### config.mk
export PLATFORM = sky130hd
export DESIGN_NAME = config_cycle_router
export DESIGN_NICKNAME = d
export VERILOG_FILES = /design/src/rtl/config_cycle_router_pkg.sv /design/src/rtl/config_cycle_router.sv /design/src/rtl/cfg_request_decoder.sv /design/src/rtl/cfg_header_packer.sv
export SDC_FILE = /design/constraint.sdc
export NUM_CORES = 1
export LEC_CHECK = 0
export BUFFER_PORTS_ARGS = -buffer_cell sky130_fd_sc_hd__buf_2
export CAP_MARGIN = 10
export CORE_AREA = 5 5 102 176
export CTS_CLUSTER_DIAMETER = 100
export DETAILED_ROUTE_END_ITERATION = 16
export DIE_AREA = 0 0 107 181
export PLACE_DENSITY = 0.8
export SYNTH_ARGS = -nofsm -noshare
export SYNTH_HDL_FRONTEND = slang
export SYNTH_SLANG_ARGS = --single-unit
### constraint.sdc
create_clock -name ref_clk -period 5 [get_ports ref_clk]
set_input_delay 0.75 -clock ref_clk [delete_from_list [all_inputs] [get_ports ref_clk]]
set_output_delay 0.75 -clock ref_clk [all_outputs]
set_load 0.1 [all_outputs]
### src/rtl/config_cycle_router_pkg.sv
// constants and types shared by the configuration cycle router
package config_cycle_router_pkg;

    // ----------------------------------------
    // legacy i/o port pair
    // ----------------------------------------
    localparam logic [15:0] IO_INDEX_ADDR = 16'h0cf8;
    localparam logic [15:0] IO_DATA_ADDR = 16'h0cfc;
    localparam int INDEX_ENABLE_BIT = 31;
    localparam logic [31:0] INDEX_RESET = 32'h0000_0000;
    // reserved bits 30:24 and 1:0 read as zero
    localparam logic [31:0] INDEX_WRITE_MASK = 32'h80ff_fffc;
    localparam int IDX_REG_LSB = 2;
    localparam int IDX_FUNC_LSB = 8;
    localparam int IDX_DEV_LSB = 11;
    localparam int IDX_BUS_LSB = 16;

    // ----------------------------------------
    // enhanced window base and decode
    // ----------------------------------------
    localparam int BASE_ENABLE_BIT = 0;
    localparam int BASE_SIZE_LSB = 1;
    localparam logic [1:0] SIZE_256MB = 2'h0;
    localparam logic [1:0] SIZE_128MB = 2'h1;
    localparam logic [1:0] SIZE_64MB = 2'h2;
    localparam int WIN_LSB_256MB = 28;
    localparam int WIN_LSB_128MB = 27;
    localparam int WIN_LSB_64MB = 26;
    localparam int MEM_REG_LSB = 2;
    localparam int MEM_EXT_LSB = 8;
    localparam int MEM_FUNC_LSB = 12;
    localparam int MEM_DEV_LSB = 15;
    localparam int MEM_BUS_LSB = 20;

    // ----------------------------------------
    // routing and answers
    // ----------------------------------------
    localparam logic [4:0] HUB_DEV_COUNT = 5'h02;
    localparam logic [3:0] FULL_BE = 4'hf;
    localparam logic [3:0] LEGACY_EXT = 4'h0;
    localparam logic [31:0] ABORT_DATA = 32'hffff_ffff;

    typedef enum logic [3:0] {
        ROUTE_INTERNAL = 4'b0001,
        ROUTE_PCIE = 4'b0010,
        ROUTE_SOUTH = 4'b0100,
        ROUTE_ABORT = 4'b1000
    } route_t;

endpackage

### src/rtl/config_cycle_router.sv
// routes processor configuration requests to internal, pci express or south link targets
//
// Behaviour
// - index port at io 0cf8, data port at io 0cfc; dword write sets index
// - data port makes configuration cycles only while index bit 31 is set
// - data port accesses the dword chosen by the stored index
// - legacy addressing covers 8 functions and 256 bytes each
// - window gives 4096 bytes per function; upper part only via window
// - window below 4 gb, sized 256, 128 or 64 mb, limiting buses
// - base register bit 0 enables window; firmware sets base via legacy ports
// - window address is base plus bus, device, function and byte offsets
// - memory cycle inside enabled window becomes configuration read or write
// - extended register nibble carried, zero for legacy requests
// - bus 0 to existing enabled internal device is claimed internally
// - header bytes 8 to 11 carry bus, device, function, ext, register
// - bus equal to secondary gives type 0 on pci express
// - type 0 to non-zero device across pci express is master-aborted
// - bus above secondary up to subordinate gives type 1 on pci express
// - window writes post on host bus but wait downstream completion
// - every other configuration bus goes subtractively to the south link; memory cycles outside the window are aborted
// - south link uses type 0 for bus 0, type 1 otherwise
// - unclaimed south link configuration access ends in master abort, except window writes, which are already answered when posted
// - both paths share one internal request format
// - only dword index accesses hit the index; others pass as io
// - bus 0 devices 2 and up go as type 0 to the south link
`timescale 1ns/1ps
module config_cycle_router
    import config_cycle_router_pkg::*;
#(
    parameter int INT_DEVS = 2
) (
    input wire logic ref_clk,
    input wire logic reset_n,
    input wire logic host_req,
    input wire logic host_io,
    input wire logic host_write,
    input wire logic [31:0] host_addr,
    input wire logic [3:0] host_be,
    input wire logic [31:0] host_wdata,
    output logic host_ready,
    output logic host_done,
    output logic host_abort,
    output logic [31:0] host_rdata,
    input wire logic [31:0] enhanced_window_base,
    input wire logic [7:0] secondary_bus,
    input wire logic [7:0] subordinate_bus,
    input wire logic [INT_DEVS-1:0] internal_dev_enable,
    output logic cfg_write,
    output logic cfg_type1,
    output logic [31:0] cfg_header,
    output logic [3:0] cfg_be,
    output logic [31:0] cfg_wdata,
    output logic int_req,
    input wire logic int_done,
    input wire logic [31:0] int_rdata,
    output logic pcie_req,
    input wire logic pcie_done,
    input wire logic pcie_unclaimed,
    input wire logic [31:0] pcie_rdata,
    output logic south_req,
    output logic south_io,
    output logic [15:0] south_io_addr,
    input wire logic south_done,
    input wire logic south_unclaimed,
    input wire logic [31:0] south_rdata
);
    import config_cycle_router_pkg::*;

    typedef enum logic [1:0] {
        ST_IDLE = 2'b01,
        ST_WAIT = 2'b10
    } state_t;

    // ----------------------------------------
    // reset release
    // ----------------------------------------
    logic rst_meta;
    logic rst_n;

    always_ff @(posedge ref_clk or negedge reset_n) begin
        if (!reset_n) begin
            rst_meta <= 1'b0;
            rst_n <= 1'b0;
        end else begin
            rst_meta <= 1'b1;
            rst_n <= rst_meta;
        end
    end

    // ----------------------------------------
    // request classification
    // ----------------------------------------
    logic [31:0] config_index_port;
    state_t state;
    state_t next_state;
    route_t route;
    route_t next_route;
    logic posted;
    logic accept;
    logic index_hit;
    logic data_hit;
    logic window_hit;
    logic [7:0] bus;
    logic [4:0] dev;
    logic [2:0] func;
    logic [3:0] ext;
    logic [5:0] reg_num;
    logic [31:0] header;
    logic cfg_hit;
    logic south_link_io;
    logic wait_done;
    logic wait_unclaimed;
    logic [31:0] wait_rdata;

    cfg_request_decoder u_decoder (
        .use_window(!host_io),
        .host_addr(host_addr),
        .index(config_index_port),
        .window_base(enhanced_window_base),
        .window_hit(window_hit),
        .bus(bus),
        .dev(dev),
        .func(func),
        .ext(ext),
        .reg_num(reg_num)
    );

    cfg_header_packer u_packer (
        .bus(bus),
        .dev(dev),
        .func(func),
        .ext(ext),
        .reg_num(reg_num),
        .header(header)
    );

    function automatic route_t route_of(input logic [7:0] b, input logic [4:0] d,
                                        input logic [7:0] sec, input logic [7:0] sub,
                                        input logic [INT_DEVS-1:0] en);
        if (b == 8'h00) begin
            if (d < HUB_DEV_COUNT && en[d[0]]) begin
                return ROUTE_INTERNAL;
            end
            return ROUTE_SOUTH;
        end else if (b == sec) begin
            return (d == 5'h00) ? ROUTE_PCIE : ROUTE_ABORT;
        end else if (b > sec && b <= sub) begin
            return ROUTE_PCIE;
        end
        return ROUTE_SOUTH;
    endfunction

    assign accept = host_req && host_ready;
    assign index_hit = host_io && host_addr[15:0] == IO_INDEX_ADDR && host_be == FULL_BE;
    assign data_hit = host_io && host_addr[15:0] == IO_DATA_ADDR && config_index_port[INDEX_ENABLE_BIT];
    assign cfg_hit = data_hit || (!host_io && window_hit);
    assign south_link_io = host_io && !index_hit && !data_hit;

    always_comb begin
        next_route = route;
        if (accept && cfg_hit) begin
            next_route = route_of(bus, dev, secondary_bus, subordinate_bus, internal_dev_enable);
        end else if (accept && south_link_io) begin
            next_route = ROUTE_SOUTH;
        end else if (accept) begin
            next_route = ROUTE_ABORT;
        end
    end

    always_comb begin
        unique case (route)
            ROUTE_INTERNAL: begin
                wait_done = int_done;
                wait_unclaimed = 1'b0;
                wait_rdata = int_rdata;
            end
            ROUTE_PCIE: begin
                wait_done = pcie_done;
                wait_unclaimed = pcie_unclaimed;
                wait_rdata = pcie_rdata;
            end
            ROUTE_SOUTH: begin
                wait_done = south_done;
                wait_unclaimed = south_unclaimed;
                wait_rdata = south_rdata;
            end
            default: begin
                wait_done = 1'b1;
                wait_unclaimed = 1'b1;
                wait_rdata = ABORT_DATA;
            end
        endcase
    end

    // ----------------------------------------
    // sequencing
    // ----------------------------------------
    always_comb begin
        next_state = state;
        unique case (state)
            ST_IDLE: begin
                if (accept && (south_link_io || (cfg_hit && next_route != ROUTE_ABORT))) begin
                    next_state = ST_WAIT;
                end
            end
            ST_WAIT: begin
                if (wait_done) begin
                    next_state = ST_IDLE;
                end
            end
        endcase
    end

    always_ff @(posedge ref_clk or negedge rst_n) begin
        if (!rst_n) begin
            state <= ST_IDLE;
            route <= ROUTE_ABORT;
            host_ready <= 1'b0;
            posted <= 1'b0;
        end else begin
            state <= next_state;
            route <= next_route;
            // stays low while a posted write drains downstream
            host_ready <= next_state == ST_IDLE;
            if (accept) begin
                posted <= !host_io && host_write && cfg_hit;
            end
        end
    end

    // ----------------------------------------
    // index port
    // ----------------------------------------
    always_ff @(posedge ref_clk or negedge rst_n) begin
        if (!rst_n) begin
            config_index_port <= INDEX_RESET;
        end else if (accept && index_hit && host_write) begin
            config_index_port <= host_wdata & INDEX_WRITE_MASK;
        end
    end

    // ----------------------------------------
    // downstream request
    // ----------------------------------------
    always_ff @(posedge ref_clk or negedge rst_n) begin
        if (!rst_n) begin
            int_req <= 1'b0;
            pcie_req <= 1'b0;
            south_req <= 1'b0;
            south_io <= 1'b0;
            south_io_addr <= 16'h0000;
            cfg_write <= 1'b0;
            cfg_type1 <= 1'b0;
            cfg_header <= 32'h0000_0000;
            cfg_be <= 4'h0;
            cfg_wdata <= 32'h0000_0000;
        end else begin
            int_req <= 1'b0;
            pcie_req <= 1'b0;
            south_req <= 1'b0;
            if (accept && cfg_hit) begin
                int_req <= next_route == ROUTE_INTERNAL;
                pcie_req <= next_route == ROUTE_PCIE;
                south_req <= next_route == ROUTE_SOUTH;
                south_io <= 1'b0;
                cfg_write <= host_write;
                cfg_type1 <= bus != 8'h00 && bus != secondary_bus;
                cfg_header <= header;
                cfg_be <= host_be;
                cfg_wdata <= host_wdata;
            end else if (accept && south_link_io) begin
                south_req <= 1'b1;
                south_io <= 1'b1;
                south_io_addr <= host_addr[15:0];
                cfg_write <= host_write;
                cfg_type1 <= 1'b0;
                cfg_be <= host_be;
                cfg_wdata <= host_wdata;
            end
        end
    end

    // ----------------------------------------
    // host answer
    // ----------------------------------------
    always_ff @(posedge ref_clk or negedge rst_n) begin
        if (!rst_n) begin
            host_done <= 1'b0;
            host_abort <= 1'b0;
            host_rdata <= 32'h0000_0000;
        end else begin
            host_done <= 1'b0;
            host_abort <= 1'b0;
            if (accept && index_hit) begin
                host_done <= 1'b1;
                host_rdata <= host_write ? 32'h0000_0000 : config_index_port;
            end else if (accept && !south_link_io && !(cfg_hit && next_route != ROUTE_ABORT)) begin
                host_done <= 1'b1;
                host_abort <= 1'b1;
                host_rdata <= host_write ? 32'h0000_0000 : ABORT_DATA;
            end else if (accept && !host_io && host_write && cfg_hit) begin
                host_done <= 1'b1;
                host_rdata <= 32'h0000_0000;
            end else if (state == ST_WAIT && wait_done && !posted) begin
                host_done <= 1'b1;
                host_abort <= wait_unclaimed;
                host_rdata <= (wait_unclaimed || cfg_write) ? (cfg_write ? 32'h0000_0000 : ABORT_DATA) : wait_rdata;
            end
        end
    end
endmodule

### src/rtl/cfg_request_decoder.sv
// turns either access path into bus, device, function and register fields
`timescale 1ns/1ps
module cfg_request_decoder
    import config_cycle_router_pkg::*;
(
    input wire logic use_window,
    input wire logic [31:0] host_addr,
    input wire logic [31:0] index,
    input wire logic [31:0] window_base,
    output logic window_hit,
    output logic [7:0] bus,
    output logic [4:0] dev,
    output logic [2:0] func,
    output logic [3:0] ext,
    output logic [5:0] reg_num
);
    logic [7:0] win_bus;

    // ----------------------------------------
    // window hit, sized by the base register
    // ----------------------------------------
    always_comb begin
        window_hit = 1'b0;
        win_bus = 8'h00;
        unique case (window_base[BASE_SIZE_LSB +: 2])
            SIZE_256MB: begin
                window_hit = host_addr[31:WIN_LSB_256MB] == window_base[31:WIN_LSB_256MB];
                win_bus = host_addr[MEM_BUS_LSB +: 8];
            end
            SIZE_128MB: begin
                window_hit = host_addr[31:WIN_LSB_128MB] == window_base[31:WIN_LSB_128MB];
                win_bus = {1'b0, host_addr[MEM_BUS_LSB +: 7]};
            end
            SIZE_64MB: begin
                window_hit = host_addr[31:WIN_LSB_64MB] == window_base[31:WIN_LSB_64MB];
                win_bus = {2'b00, host_addr[MEM_BUS_LSB +: 6]};
            end
            default: begin
                window_hit = 1'b0;
                win_bus = 8'h00;
            end
        endcase
        // mechanism is off until firmware sets the enable bit
        window_hit = window_hit & window_base[BASE_ENABLE_BIT];
    end

    // ----------------------------------------
    // one field layout for both paths
    // ----------------------------------------
    always_comb begin
        if (use_window) begin
            bus = win_bus;
            dev = host_addr[MEM_DEV_LSB +: 5];
            func = host_addr[MEM_FUNC_LSB +: 3];
            ext = host_addr[MEM_EXT_LSB +: 4];
            reg_num = host_addr[MEM_REG_LSB +: 6];
        end else begin
            bus = index[IDX_BUS_LSB +: 8];
            dev = index[IDX_DEV_LSB +: 5];
            func = index[IDX_FUNC_LSB +: 3];
            ext = LEGACY_EXT;
            reg_num = index[IDX_REG_LSB +: 6];
        end
    end
endmodule

### src/rtl/cfg_header_packer.sv
// packs request fields into configuration header bytes 8 to 11
`timescale 1ns/1ps
module cfg_header_packer (
    input wire logic [7:0] bus,
    input wire logic [4:0] dev,
    input wire logic [2:0] func,
    input wire logic [3:0] ext,
    input wire logic [5:0] reg_num,
    output logic [31:0] header
);
    // byte 8 sits in the top lane; byte 10 upper nibble reserved
    assign header = {bus, dev, func, 4'h0, ext, reg_num, 2'b00};
endmodule

== After elaboration in Yosys (flattened, before gate mapping) ==
Index checks and enable logic that the tools add are counted.
Word-level totals
  word-level logic and storage cells: 150
  input bits: 224
  bits in registers: 151
  output and inout bits: 125
Cells by class
  bitwise operators: 2
  $lt $le $gt $ge: 4
  eq/ne operators: 20
  muxes and demuxes: 62
  reduce and logical (&&, ||, !) cells: 42
Operators with widths (number)
  32-bit 2-to-1 mux: 10
  32-bit one-hot mux with 3 select lines: 1
  4-bit 2-to-1 mux: 13
  16-bit by 12-bit == test with 1-bit output, second input constant: 2
  1-bit 2-to-1 mux: 27
  1-bit logical AND: 26
  8-bit one-hot mux with 3 select lines: 1
  1-bit one-hot mux with 3 select lines: 3
  4-bit by 1-bit == test with 1-bit output, second input constant: 2
  4-bit by 2-bit == test with 1-bit output, second input constant: 2
  4-bit by 3-bit == test with 1-bit output, second input constant: 2
  8-bit == test: 1
  8-bit > comparator: 1
  8-bit less-or-equal comparator: 1
  8-bit zero test: 1
  8-bit 2-to-1 mux: 1
  8-bit != test: 1
  8-bit nonzero test: 1
  2-bit by 1-bit == test with 1-bit output, second input constant: 3
  6-bit == test: 1
  1-bit zero test: 6
  6-bit 2-to-1 mux: 1
  5-bit == test: 1
  5-bit zero test: 1
  17 further kinds: 21

== Depth between registers and ports, before layout ==
Gate-level depths: netlist (run 1).
  depth in word-level cells: 18
  depth in mapped cells: 14
  depth with buffers taken out: 12

== Cells and area by module ==
A second synthesis (run 1) with hierarchy kept.
Unflattened totals
  cells, all modules: 653
  area total of the unflattened synthesis: 7982.7 µm²
By module, submodules not included
  config_cycle_router: sequential area each 3931.3 µm², cells each 562, instances 1, area each 7260.7 µm²
  cfg_request_decoder: sequential area each 0.0 µm², cells each 58, instances 1, area each 478.0 µm²
  cfg_header_packer: sequential area each 0.0 µm², cells each 33, instances 1, area each 244.0 µm²

== Worst setup path after synthesis (run 1) ==
OpenSTA, ideal clock, no wires.
  kind: input-to-reg
  start point: input port host_io
  end point: register host_rdata[10]
  data required time: 4882 ps
  buffers on the path: 3
  stages on the path: 14
  library setup time: 118 ps
  arrival time: 3388 ps
  slack: 1494 ps
  path through: buf_2 clkbuf_1 a22oi_1 inv_1 ha_1 nand4_1 nor3_1 nor2_1 a221oi_1 o311ai_1 a32oi_1 a31oi_1 clkbuf_1 a21o_1
Between the ends
  elaborated cells between the ends (all ways): 53
  those cells by class: 3 x order compare; 2 x eq/ne; 21 x mux; 27 x reduce/logical
RTL lines
  start, declared: line config_cycle_router.sv:35  | input wire logic host_io,
  8-bit 2-to-1 mux (*): line cfg_request_decoder.sv:51  | if (use_window) begin
  named net bus[5]: line config_cycle_router.sv:103  | logic [7:0] bus;
  8-bit > comparator or 8-bit less-or-equal comparator (tied branches): line config_cycle_router.sv:147  | end else if (b > sec && b <= sub) begin
  1-bit logical AND: line config_cycle_router.sv:147
  1-bit 2-to-1 mux: line config_cycle_router.sv:147
  1-bit 2-to-1 mux: line config_cycle_router.sv:145  | end else if (b == sec) begin
  1-bit 2-to-1 mux: line config_cycle_router.sv:140  | if (b == 8'h00) begin
  1-bit 2-to-1 mux: line config_cycle_router.sv:161  | if (accept && cfg_hit) begin
  4-bit 2-to-1 mux (*): line config_cycle_router.sv:150  | return ROUTE_SOUTH;
  4-bit 2-to-1 mux (*): line config_cycle_router.sv:161
  4-bit != test (*): line config_cycle_router.sv:297  | end else if (accept && !south_link_io && !(cfg_hit && next_route != ROUTE_ABORT)) begin
  1-bit logical AND (*): line config_cycle_router.sv:297
  1-bit zero test (*): line config_cycle_router.sv:297
  1-bit logical AND (*): line config_cycle_router.sv:297
  32-bit 2-to-1 mux: line config_cycle_router.sv:297
  32-bit 2-to-1 mux: line config_cycle_router.sv:294  | if (accept && index_hit) begin
  end signal, assigned: line config_cycle_router.sv:296  | host_rdata <= host_write ? 32'h0000_0000 : config_index_port;
  end signal, assigned: line config_cycle_router.sv:300  | host_rdata <= host_write ? 32'h0000_0000 : ABORT_DATA;
  end signal, assigned: line config_cycle_router.sv:307  | host_rdata <= (wait_unclaimed || cfg_write) ? (cfg_write ? 32'h0000_0000 : ABORT_DATA) : wait_rdata;
  end, declared: line config_cycle_router.sv:43  | output logic [31:0] host_rdata,
The timed path passes the listed nets; every way through them passes the cells marked *. The select of a mux whose other input is x is not followed.
A chain may end at the register's enable or synchronous reset.

== Worst setup path after layout (run 1) ==
  start point: input port host_io
  end point: register host_rdata[30]
The elaborated chain is that of the path after synthesis.

==> metrics.cfg, run 1 <==
[outcome]
status = complete, no violations

[clock_network]
postCtsResizedCells = 0
cts_root_buffer = clkbuf_16
cts_inserted_buffers = 17
cts_buffer_depth = 2
cts.sinks = 151
cts_tree = done
ctsHtreeMaxLevel = 4
cts_hold_buf = 0
cts_setup_buffers = 0
cts.clk_slew.worst_paths_ns = 0.06
worstSkewPairLatency_ns = 0.42

[critical_path]
crit_end = host_rdata[30]
crit_path_end_kind = register
required_ns = 5.31
cp_num_cells = 13
critical_path_buf_inv_count = 2
cp_cell_sequence = buf_2 -> nor2b_1 -> a22oi_1 -> inv_1 -> ha_1 -> nor2b_1 -> o211ai_1 -> a21o_1 -> a221oi_1 -> o311ai_1 -> a32oi_1 -> a31oi_4 -> a22o_1
cpMaxStageDelayCell = a221oi_1
worstReg2RegEnd = host_rdata[30]
crit_start = host_io
worstReg2RegStart = config_index_port[17]
critPathArrivalTime_ns = 4.25
crit_top_cell = nor2b_1
max_stage_delay_ns = 0.55
ff2ff_setup_slack_ns = 1.31
rr_worst_depth = 11
crit_fanout = 32
critPathTopFamily = compound AO/OA/AOI/OAI gates
worstSetupPathType = input port to register
crit_path_start_kind = input port

[floorplanning]
io_pins = 349
die_area_um2 = 19400
fp-row-count = 62
core_um2 = 16300
fp.dieW_um = 107
die_h_um = 181
start_util_pct = 47.0

[yosys]
synth-warning-count = 0
synth_cell_types = 61
ys_ff_latch = 151
synth_top_cell_area_share_pct = 48.7
synthCells = 679
netlist_area_um2 = 7650
synth_ff_type = dfrtp_1
synth_seq_area_share_pct = 49.4
postSynthAreaPerCell_um2 = 11.3
yosysMostFrequentCell = dfrtp_1
synth_largest_area_cell = dfrtp_1
async_flop_share_pct = 100
ys_top_cells_by_area = dfrtp_1, mux2_2, a222oi_1
ys_top_cells_by_count = dfrtp_1, mux2_2, a21oi_1, o21ai_0
synth-edff-count = 0

[power]
finalPower_w = 0.00785
ir_worst_vdd_uv = 473
powerDensity_nw_per_um2 = 784
p_leak_nw = 5.24

[timing]
fin_crit_ns = 3.94
maxSlewViolCount = 0
rsz0062_at_grt = false
slew_headroom_pct = 27.2
skew_ns = 0.0127
setup-tns-final_ns = 0
setup_violations = 0
hold_viol = 0
fmax_ghz = 0.254
tightest_slew_ns = 1.09
final.period_utilization_pct = 78.9

[detailed_routing]
drc = 0
viasPerCell = 5.69
drt_iter0_markers = 437
wl_um = 24600
vias = 6740
post_drt_wl_per_cell_um = 20.7
detail-route-antenna-nets = 0
first_pass_iters = 7

[finish]
multi_input_area_um2 = 3610
final_layout_size_suffix_gt1_share_pct = 45.8
fin_nets = 1221
n_fill_cell = 1379
diodes = 0
ff_latch_area_um2 = 3780
syn2layout_area_growth_pct = 30.8

[placed_design]
place.gp.congestion = 0.862
dp_hpwl_um = 18500
io_buffers = 319

[job]
drv_cap = 0

[global_route]
antenna_found_initial = 0
grt_usage_pct = 25.2
grt_pass1_vias = 7039
grt_max_degree = 73
globalRouteOverflowTotal = 0
grt_pass1_wl_um = 38000

[hold_path]
hold_path.class = input port to async pin

stage by stage:
| step | setup WS [ns] | instances | hold WS, ns | instance area, µm² | util [%] |
|---|---|---|---|---|---|
| 6_report | 1.06 | 1185 | 0.107 | 10000 | 61.4 |
| 5_1_grt | 0.729 | 1185 | 0.0932 | 10000 | 61.4 |
| 4_1_cts | 1.05 | 1185 | 0.0905 | 10000 | 61.4 |
| 3_5_place_dp | 0.599 | 1154 | 0.345 | 9440 | 57.9 |
| 3_3_place_gp | 0.745 | 1154 | 0.335 | 9440 | 57.9 |
| 2_1_floorplan | 0.485 | 684 | 0.331 | 7670 | - |
area by class of cell:
type                    count  area share, %
clock buffers              20           4.46
clock inverters            11           1.23
inverters                  30           1.13
multi-input cells         451           36.0
flip-flops and latches    151           37.8
well taps                 192           2.40
repair buffers            330           16.9
placed cells by master (no fill, tap or decap), types with 16 or more instances in the layout:
cell,netlist,routed
mux2_2,78,78
dfrtp_1,149,148
a22o_1,33,33
inv_1,30,30
o21ai_0,34,34
a21oi_1,34,32
a21o_1,28,28
a222oi_1,33,33
ha_1,16,16
clkbuf_16,0,17
nor2_1,33,33
buf_2,3,319
and2_1,33,33
metal layers:
metal	up-vias	GRT usage [%]	part of all wire, %	wire length (µm)
met5	-	0	0	0
met4	0	11.4	4.0	992
met3	60	4.64	5.6	1370
met2	296	45.4	53	12900
met1	3254	28.3	38	9260
li1	3130	-	-	-
worst min path at each step:
| stage | from | end | slack [ns] | cells after the start |
|---|---|---|---|---|
| after floorplan | rst_meta | rst_n | 0.33 | 0 |
| after global placement | rst_meta | rst_n | 0.34 | 0 |
| after detailed placement | rst_meta | rst_n | 0.35 | 0 |
| after CTS | reset_n | rst_n | 0.09 | 1 |
| after global routing | reset_n | rst_n | 0.09 | 1 |
| final | reset_n | rst_n | 0.11 | 1 |
sequential cells by signal, indices dropped and copies added, names as in the netlist, 2 cells and up:
name,cells
route,4
south_io_addr,16
config_index_port,23
state,2
cfg_wdata,32
cfg_header,26
host_rdata,32
cfg_be,4
report_power, final:
part / total [W] / leakage, nW / switching (W) / internal (W)
Sequential: 0.00189 / 1.88 / 0.000240 / 0.00165
Clock: 0.00126 / 0.269 / 0.000511 / 0.000745
Combinational: 0.00470 / 3.09 / 0.00375 / 0.000952
Total: 0.00785 / 5.24 / 0.00450 / 0.00334
worst register-to-register path, delay by kind of cell (launching register included):
family	cells	cell delay, ns
compound gates	8	2.59
fa+ha+maj	1	0.31
buf+inv	1	0.13
flops	1	0.42
simple gates	1	0.14
cell families after synthesis:
group,Yosys count,synth area share (%)
AOI/OAI and AO/OA,196,18.7
buffers and inverters,82,4.66
muxes,93,13.4
and+or+nand+nor,133,10.4
xor gates and xnor gates,6,0.687
DFF,151,49.4
other,2,0.0982
adders and majority gates,16,2.62
Note: power is estimated with default switching activity, not from simulation.
==> run 2, diff against run 1 <==
clock period = 3.98 ns   (was 5 ns; I/O delays follow)
==> run 2 against run 1 <==
Net effect: critical path depth is the same; non-clock buffer count grew 6; cell count grew 0.84%; via count shrank 0.53%; design area grew 1.4%; clock-buffer cell count shrank 1; clock skew grew 0.0018 ns; largest cell class unchanged.
==> metrics.cfg, run 2 (synthesis gave the netlist of run 1 again) <==
[placed_design]
dp_hpwl_um = 18500  ; -0.26%
placed_area_um2 = 9470  ; +0.40%
place.gp.congestion = 0.860  ; -0.13%
io_buffers = 319  ; unchanged
dp.cells = 1159  ; +0.43%

[timing]
setup_violations = 0  ; unchanged
hold_viol = 0  ; unchanged
maxSlewViolCount = 0  ; unchanged
fin_crit_ns = 3.65
tightest_slew_ns = 1.10  ; +0.0125 ns
final.period_utilization_pct = 91.7
slew_headroom_pct = 26.5  ; -0.65 points
fmax_ghz = 0.274
rsz0062_at_grt = false
skew_ns = 0.0145  ; +0.00180 ns

[critical_path]
worstReg2RegEnd = host_rdata[30]
crit_start = host_io
critPathArrivalTime_ns = 3.96  ; -0.29 ns
worstSetupPathType = input port to register
rr_worst_depth = 11  ; unchanged
worstReg2RegStart = config_index_port[21]
ff2ff_setup_slack_ns = 0.44  ; -0.87 ns
required_ns = 4.29  ; -1.02 ns
crit_path_start_kind = input port
crit_path_end_kind = register
crit_fanout = 16  ; -50%

[clock_network]
worstSkewPairLatency_ns = 0.42  ; about the same
cts_setup_buffers = 0  ; unchanged
ctsHtreeMaxLevel = 4  ; unchanged
cts_inserted_buffers = 17  ; unchanged
cts.sinks = 151  ; unchanged
cts_tree = done
cts_buffer_depth = 2  ; unchanged
cts_root_buffer = clkbuf_16
cts.clk_slew.worst_paths_ns = 0.06  ; about the same

[global_route]
grt_usage_pct = 24.3  ; -0.89 points
grt_pass1_vias = 7067  ; +0.40%
grt_pass1_wl_um = 37000  ; -2.6%
antenna_found_initial = 3  ; +3
grt_max_degree = 83  ; +14%
globalRouteOverflowTotal = 0  ; unchanged

[detailed_routing]
first_pass_iters = 7  ; unchanged
viasPerCell = 5.61  ; -1.4%
vias = 6704  ; -0.53%
post_drt_wl_per_cell_um = 20.2  ; -2.5%
drc = 0  ; unchanged
detail-route-antenna-nets = 0  ; unchanged
drt_iter0_markers = 395  ; -9.6%
wl_um = 24100  ; -1.7%

[outcome]
status = complete, no violations

[floorplanning]
start_util_pct = 47.0  ; unchanged
fp.dieW_um = 107  ; unchanged
fp-row-count = 62  ; unchanged
die_h_um = 181  ; unchanged
die_area_um2 = 19400  ; unchanged
core_um2 = 16300  ; unchanged
io_pins = 349  ; unchanged

[finish]
mostFrequentLayoutCell = buf_2
final_layout_size_suffix_gt1_share_pct = 46.3  ; +0.43 points
finalInstanceArea_um2 = 10100  ; +1.4%
finalNonFillerCells = 1195  ; +0.84%
syn2layout_area_growth_pct = 32.6
reg_top3 = cfg_wdata x32, host_rdata x32, cfg_header x26
final_cell_mix = buf_2, dfrtp_1, mux2_2
fin_nets = 1228  ; +0.57%

[hold_path]
hold_end = rst_n
holdCritStartpoint = rst_meta
hold_path.class = register to register
min_path_cells = 0

[power]
ir_worst_vdd_uv = 753  ; +59%
p_leak_nw = 5.30  ; +1.2%
powerDensity_nw_per_um2 = 987  ; +26%
finalPower_w = 0.0100  ; +28%

[job]
drv_cap = 0  ; unchanged

==> run 2: cell count changes in the layout (fill, tap and decap cells not counted), sizes merged, moves of 2 or more <==
cell,change
inv,+3
diode,+2
buf,+5
bufinv,+2
clkinvlp,-2
==> run 2: worst max path at each step <==
stage                      to  slack [ns]  cells past startpoint
6_report       host_rdata[30]        0.33                     13
3_3_place_gp   host_rdata[30]       -0.07                     13
4_1_cts        host_rdata[30]        0.31                     13
5_1_grt        host_rdata[30]        0.04                     13
3_5_place_dp   host_rdata[30]       -0.15                     13
2_1_floorplan  host_rdata[16]        0.63                     14
==> run 2: critical path: stages <==
cell and delay [ns]:
buf_2 0.24, a21oi_1 0.12, a22oi_1 0.31, inv_1 0.11
ha_1 0.28, nand4_1 0.11, nor3_1 0.27, nor2_1 0.06
a221oi_1 0.51, o311ai_1 0.27, a32oi_2 0.42, a31oi_4 0.32
a22o_1 0.30
==> run 2: metrics by stage <==
step	setup slack, ns	hold WS (ns)	utilization (%)	TNS (ns)
floorplan	0.627	0.301	-	0
global placement	-0.0650	0.336	58.1	-0.545
detailed placement	-0.150	0.340	58.1	-3.19
CTS	0.310	0.356	62.1	0
global route	0.0383	0.357	62.3	0
finish	0.330	0.353	62.3	0
==> run 2: report_power, final <==
group	leakage [nW]	switching, W	internal [W]
clock	0.301	0.000669	0.00106
combinational	3.12	0.00469	0.00120
sequential	1.88	0.000322	0.00207
==> run 2: what timing repair did <==
item | 4_1_cts | 5_1_grt
endpoints found under the hold margin | 2 | 0
hold buffers | 1 | 0
endpoints found under the setup margin | 0 | 6
gates resized for setup | 0 | 2
==> run 2: layout make-up <==
| type | count | area [µm²] |
|---|---|---|
| repair buffers | 336 | 1740 |
| flip-flops and latches | 151 | 3780 |
| clock buffers | 19 | 433 |
| clock inverters | 13 | 195 |
| inverters | 30 | 113 |
| fillers | 1408 | 6150 |
| multi-input cells | 452 | 3630 |
| well taps | 192 | 240 |
| diodes | 2 | 5.00 |
==> run 2: routing by layer <==
layer	global-route usage [%]	wire [µm]	share of wire [%]	vias to the layer above
met1	27.1	9270	38	3270
met4	9.83	685	2.8	2
met3	4.86	1160	4.8	42
met5	0	13	0.054	-
li1	-	-	-	3148
met2	44.4	13000	54	242
==> run 3, diff against run 2 <==
clock period = 4.15 ns   (was 3.98 ns; I/O delays follow)
==> run 3 against run 2 <==
Net effect: global-route usage grew 0.24 points; design area shrank 0.51%; sequential power shrank 5%; critical path depth is the same.
==> metrics.cfg, run 3 (synthesis gave the netlist of run 1 again) <==
[timing]
fin_crit_ns = 3.73
tightest_slew_ns = 1.04  ; -0.0613 ns
maxSlewViolCount = 0  ; unchanged
rsz0062_at_grt = false
skew_ns = 0.0116  ; -0.00287 ns
slew_headroom_pct = 30.6  ; +4.1 points
setup-tns-final_ns = 0  ; unchanged
fmax_ghz = 0.268
setup_violations = 0  ; unchanged
hold_viol = 0  ; unchanged
final.period_utilization_pct = 89.8

[power]
p_leak_nw = 5.28  ; -0.47%
powerDensity_nw_per_um2 = 946  ; -4.2%
ir_worst_vdd_uv = 644  ; -15%
share_comb_of_total_power_pct = 59.2  ; +0.4 points
switchingPower_w = 0.00543  ; -4.4%
finalPower_w = 0.00955  ; -4.6%
power.share.sequential_pct = 23.9  ; about the same
clockPowerShare_pct = 16.9  ; -0.4 points
switching_share_pct = 56.9  ; +0.13 points
p_int_w = 0.00412  ; -4.9%

[global_route]
grt_max_degree = 78  ; -6.0%
grt_usage_pct = 24.5  ; +0.24 points
globalRouteMet1Util_pct = 26.7  ; -0.35 points
top_usage_layer = met2
antenna_found_initial = 2  ; -1
grt_pass1_vias = 7106  ; +0.55%
grt_use_met2_pct = 44.3  ; about the same
grt.met3_usage_pct = 5.11  ; +0.25 points
globalRouteOverflowTotal = 0  ; unchanged
grt_pass1_wl_um = 37300  ; +1.0%

[detailed_routing]
detail-route-antenna-nets = 0  ; unchanged
vias = 6803  ; +1.5%
drt_iter0_markers = 406  ; +2.8%
viasPerCell = 5.72  ; +1.9%
drc = 0  ; unchanged
wl_um = 24000  ; -0.57%
post_drt_wl_per_cell_um = 20.2  ; -0.15%
first_pass_iters = 6  ; -1

[finish]
multi_input_area_um2 = 3610  ; -0.79%
n_fill_cell = 1396  ; -0.85%
reg_top3 = cfg_wdata x32, host_rdata x32, cfg_header x26
syn2layout_area_growth_pct = 31.9
mostFrequentLayoutCell = buf_2
finish.utilization_pct = 62.0  ; -0.31 points
fin_nets = 1223  ; -0.41%
ff_latch_area_um2 = 3780  ; unchanged
final_cell_mix = buf_2, dfrtp_1, mux2_2
final_layout_size_suffix_gt1_share_pct = 46.1  ; -0.17 points

[clock_network]
worstSkewPairLatency_ns = 0.42  ; about the same
cts_buffer_depth = 2  ; unchanged
cts_setup_buffers = 0  ; unchanged
cts_inserted_buffers = 17  ; unchanged
ctsHtreeMaxLevel = 4  ; unchanged
postCtsResizedCells = 0  ; unchanged
cts_hold_buf = 1  ; unchanged
cts_tree = done
cts_root_buffer = clkbuf_16
cts.clk_slew.worst_paths_ns = 0.06  ; about the same
cts.sinks = 151  ; unchanged

[floorplanning]
fp-row-count = 62  ; unchanged
start_util_pct = 47.0  ; unchanged
fp.dieW_um = 107  ; unchanged
core_um2 = 16300  ; unchanged
die_h_um = 181  ; unchanged
die_area_um2 = 19400  ; unchanged
io_pins = 349  ; unchanged

[placed_design]
dp_hpwl_um = 18500  ; about the same
place.gp.congestion = 0.875  ; +1.7%
io_buffers = 319  ; unchanged

[critical_path]
required_ns = 4.46  ; +0.17 ns
critPathArrivalTime_ns = 4.03  ; +0.07 ns
crit_path_start_kind = input port
crit_fanout = 32  ; +16
crit_path_end_kind = register
worstSetupPathType = input port to register

[hold_path]
hold_path.class = register to register

[job]
drv_cap = 0  ; unchanged

[outcome]
status = complete, no violations

[run 3: changes by cell type in the layout (fill, tap and decap cells not counted), sizes merged]
cell / delta
buf: -4
a31oi: -1
clkinvlp: +1
inv: -3
bufinv: -1
clkinv: +3
[run 3: final cells by class]
class	instances	share of cell area (%)
diodes	2	0.0496
clock buffers	19	4.49
clock inverters	13	1.69
inverters	30	1.12
multi-input cells	451	35.7
flip-flops and latches	151	37.5
well taps	192	2.38
repair buffers	332	17.1
[run 3: power by group through the flow]
stage | Sequential, W | Clock [W] | Combinational, W
finish | 0.00228 | 0.00161 | 0.00565
global route | 0.00235 | 0.00172 | 0.00588
floorplan | 0.00575 | 0 | 0.00122
detailed placement | 0.00230 | 0 | 0.00567
CTS | 0.00229 | 0.00165 | 0.00568
global placement | 0.00227 | 0 | 0.00561
[run 3: worst paths after layout]
kind / to / slack [ns] / cells past startpoint / startpoint
min in group asynchronous: south_io_addr[13] / 0.49 / 0 / rst_n
setup reg to reg: host_rdata[30] / 0.56 / 11 / config_index_port[18]
setup / recovery: host_rdata[30] / 0.42 / 13 / host_io
hold / removal: rst_n / 0.36 / 0 / rst_meta
max in group asynchronous: cfg_header[10] / 2.66 / 1 / rst_n
hold reg to reg: rst_n / 0.36 / 0 / rst_meta
[run 3: stage by stage]
step / hold slack, ns / setup WS [ns] / instance area (µm²) / instances
floorplan: 0.327 / 0.772 / 7670 / 684
global placement: 0.335 / 0.0582 / 9460 / 1155
detailed placement: 0.347 / 0.00231 / 9460 / 1155
CTS: 0.361 / 0.436 / 10100 / 1188
global route: 0.362 / 0.0809 / 10100 / 1190
finish: 0.357 / 0.424 / 10100 / 1190
[run 3: critical path, cell delays in order]
cell      delay (ns)
buf_2           0.25
a21oi_1         0.11
a22oi_1         0.29
inv_1           0.13
ha_1            0.29
nand4_1         0.12
nor3_1          0.26
nor2_1          0.06
a221oi_1        0.53
o311ai_1        0.25
a32oi_1         0.37
a31oi_4         0.41
a22o_1          0.34
[run 3: routing by layer]
metal | vias up | wire length, µm
met5 | - | 0
met4 | 0 | 1020
li1 | 3134 | -
met1 | 3342 | 9060
met3 | 57 | 1280
met2 | 270 | 12700
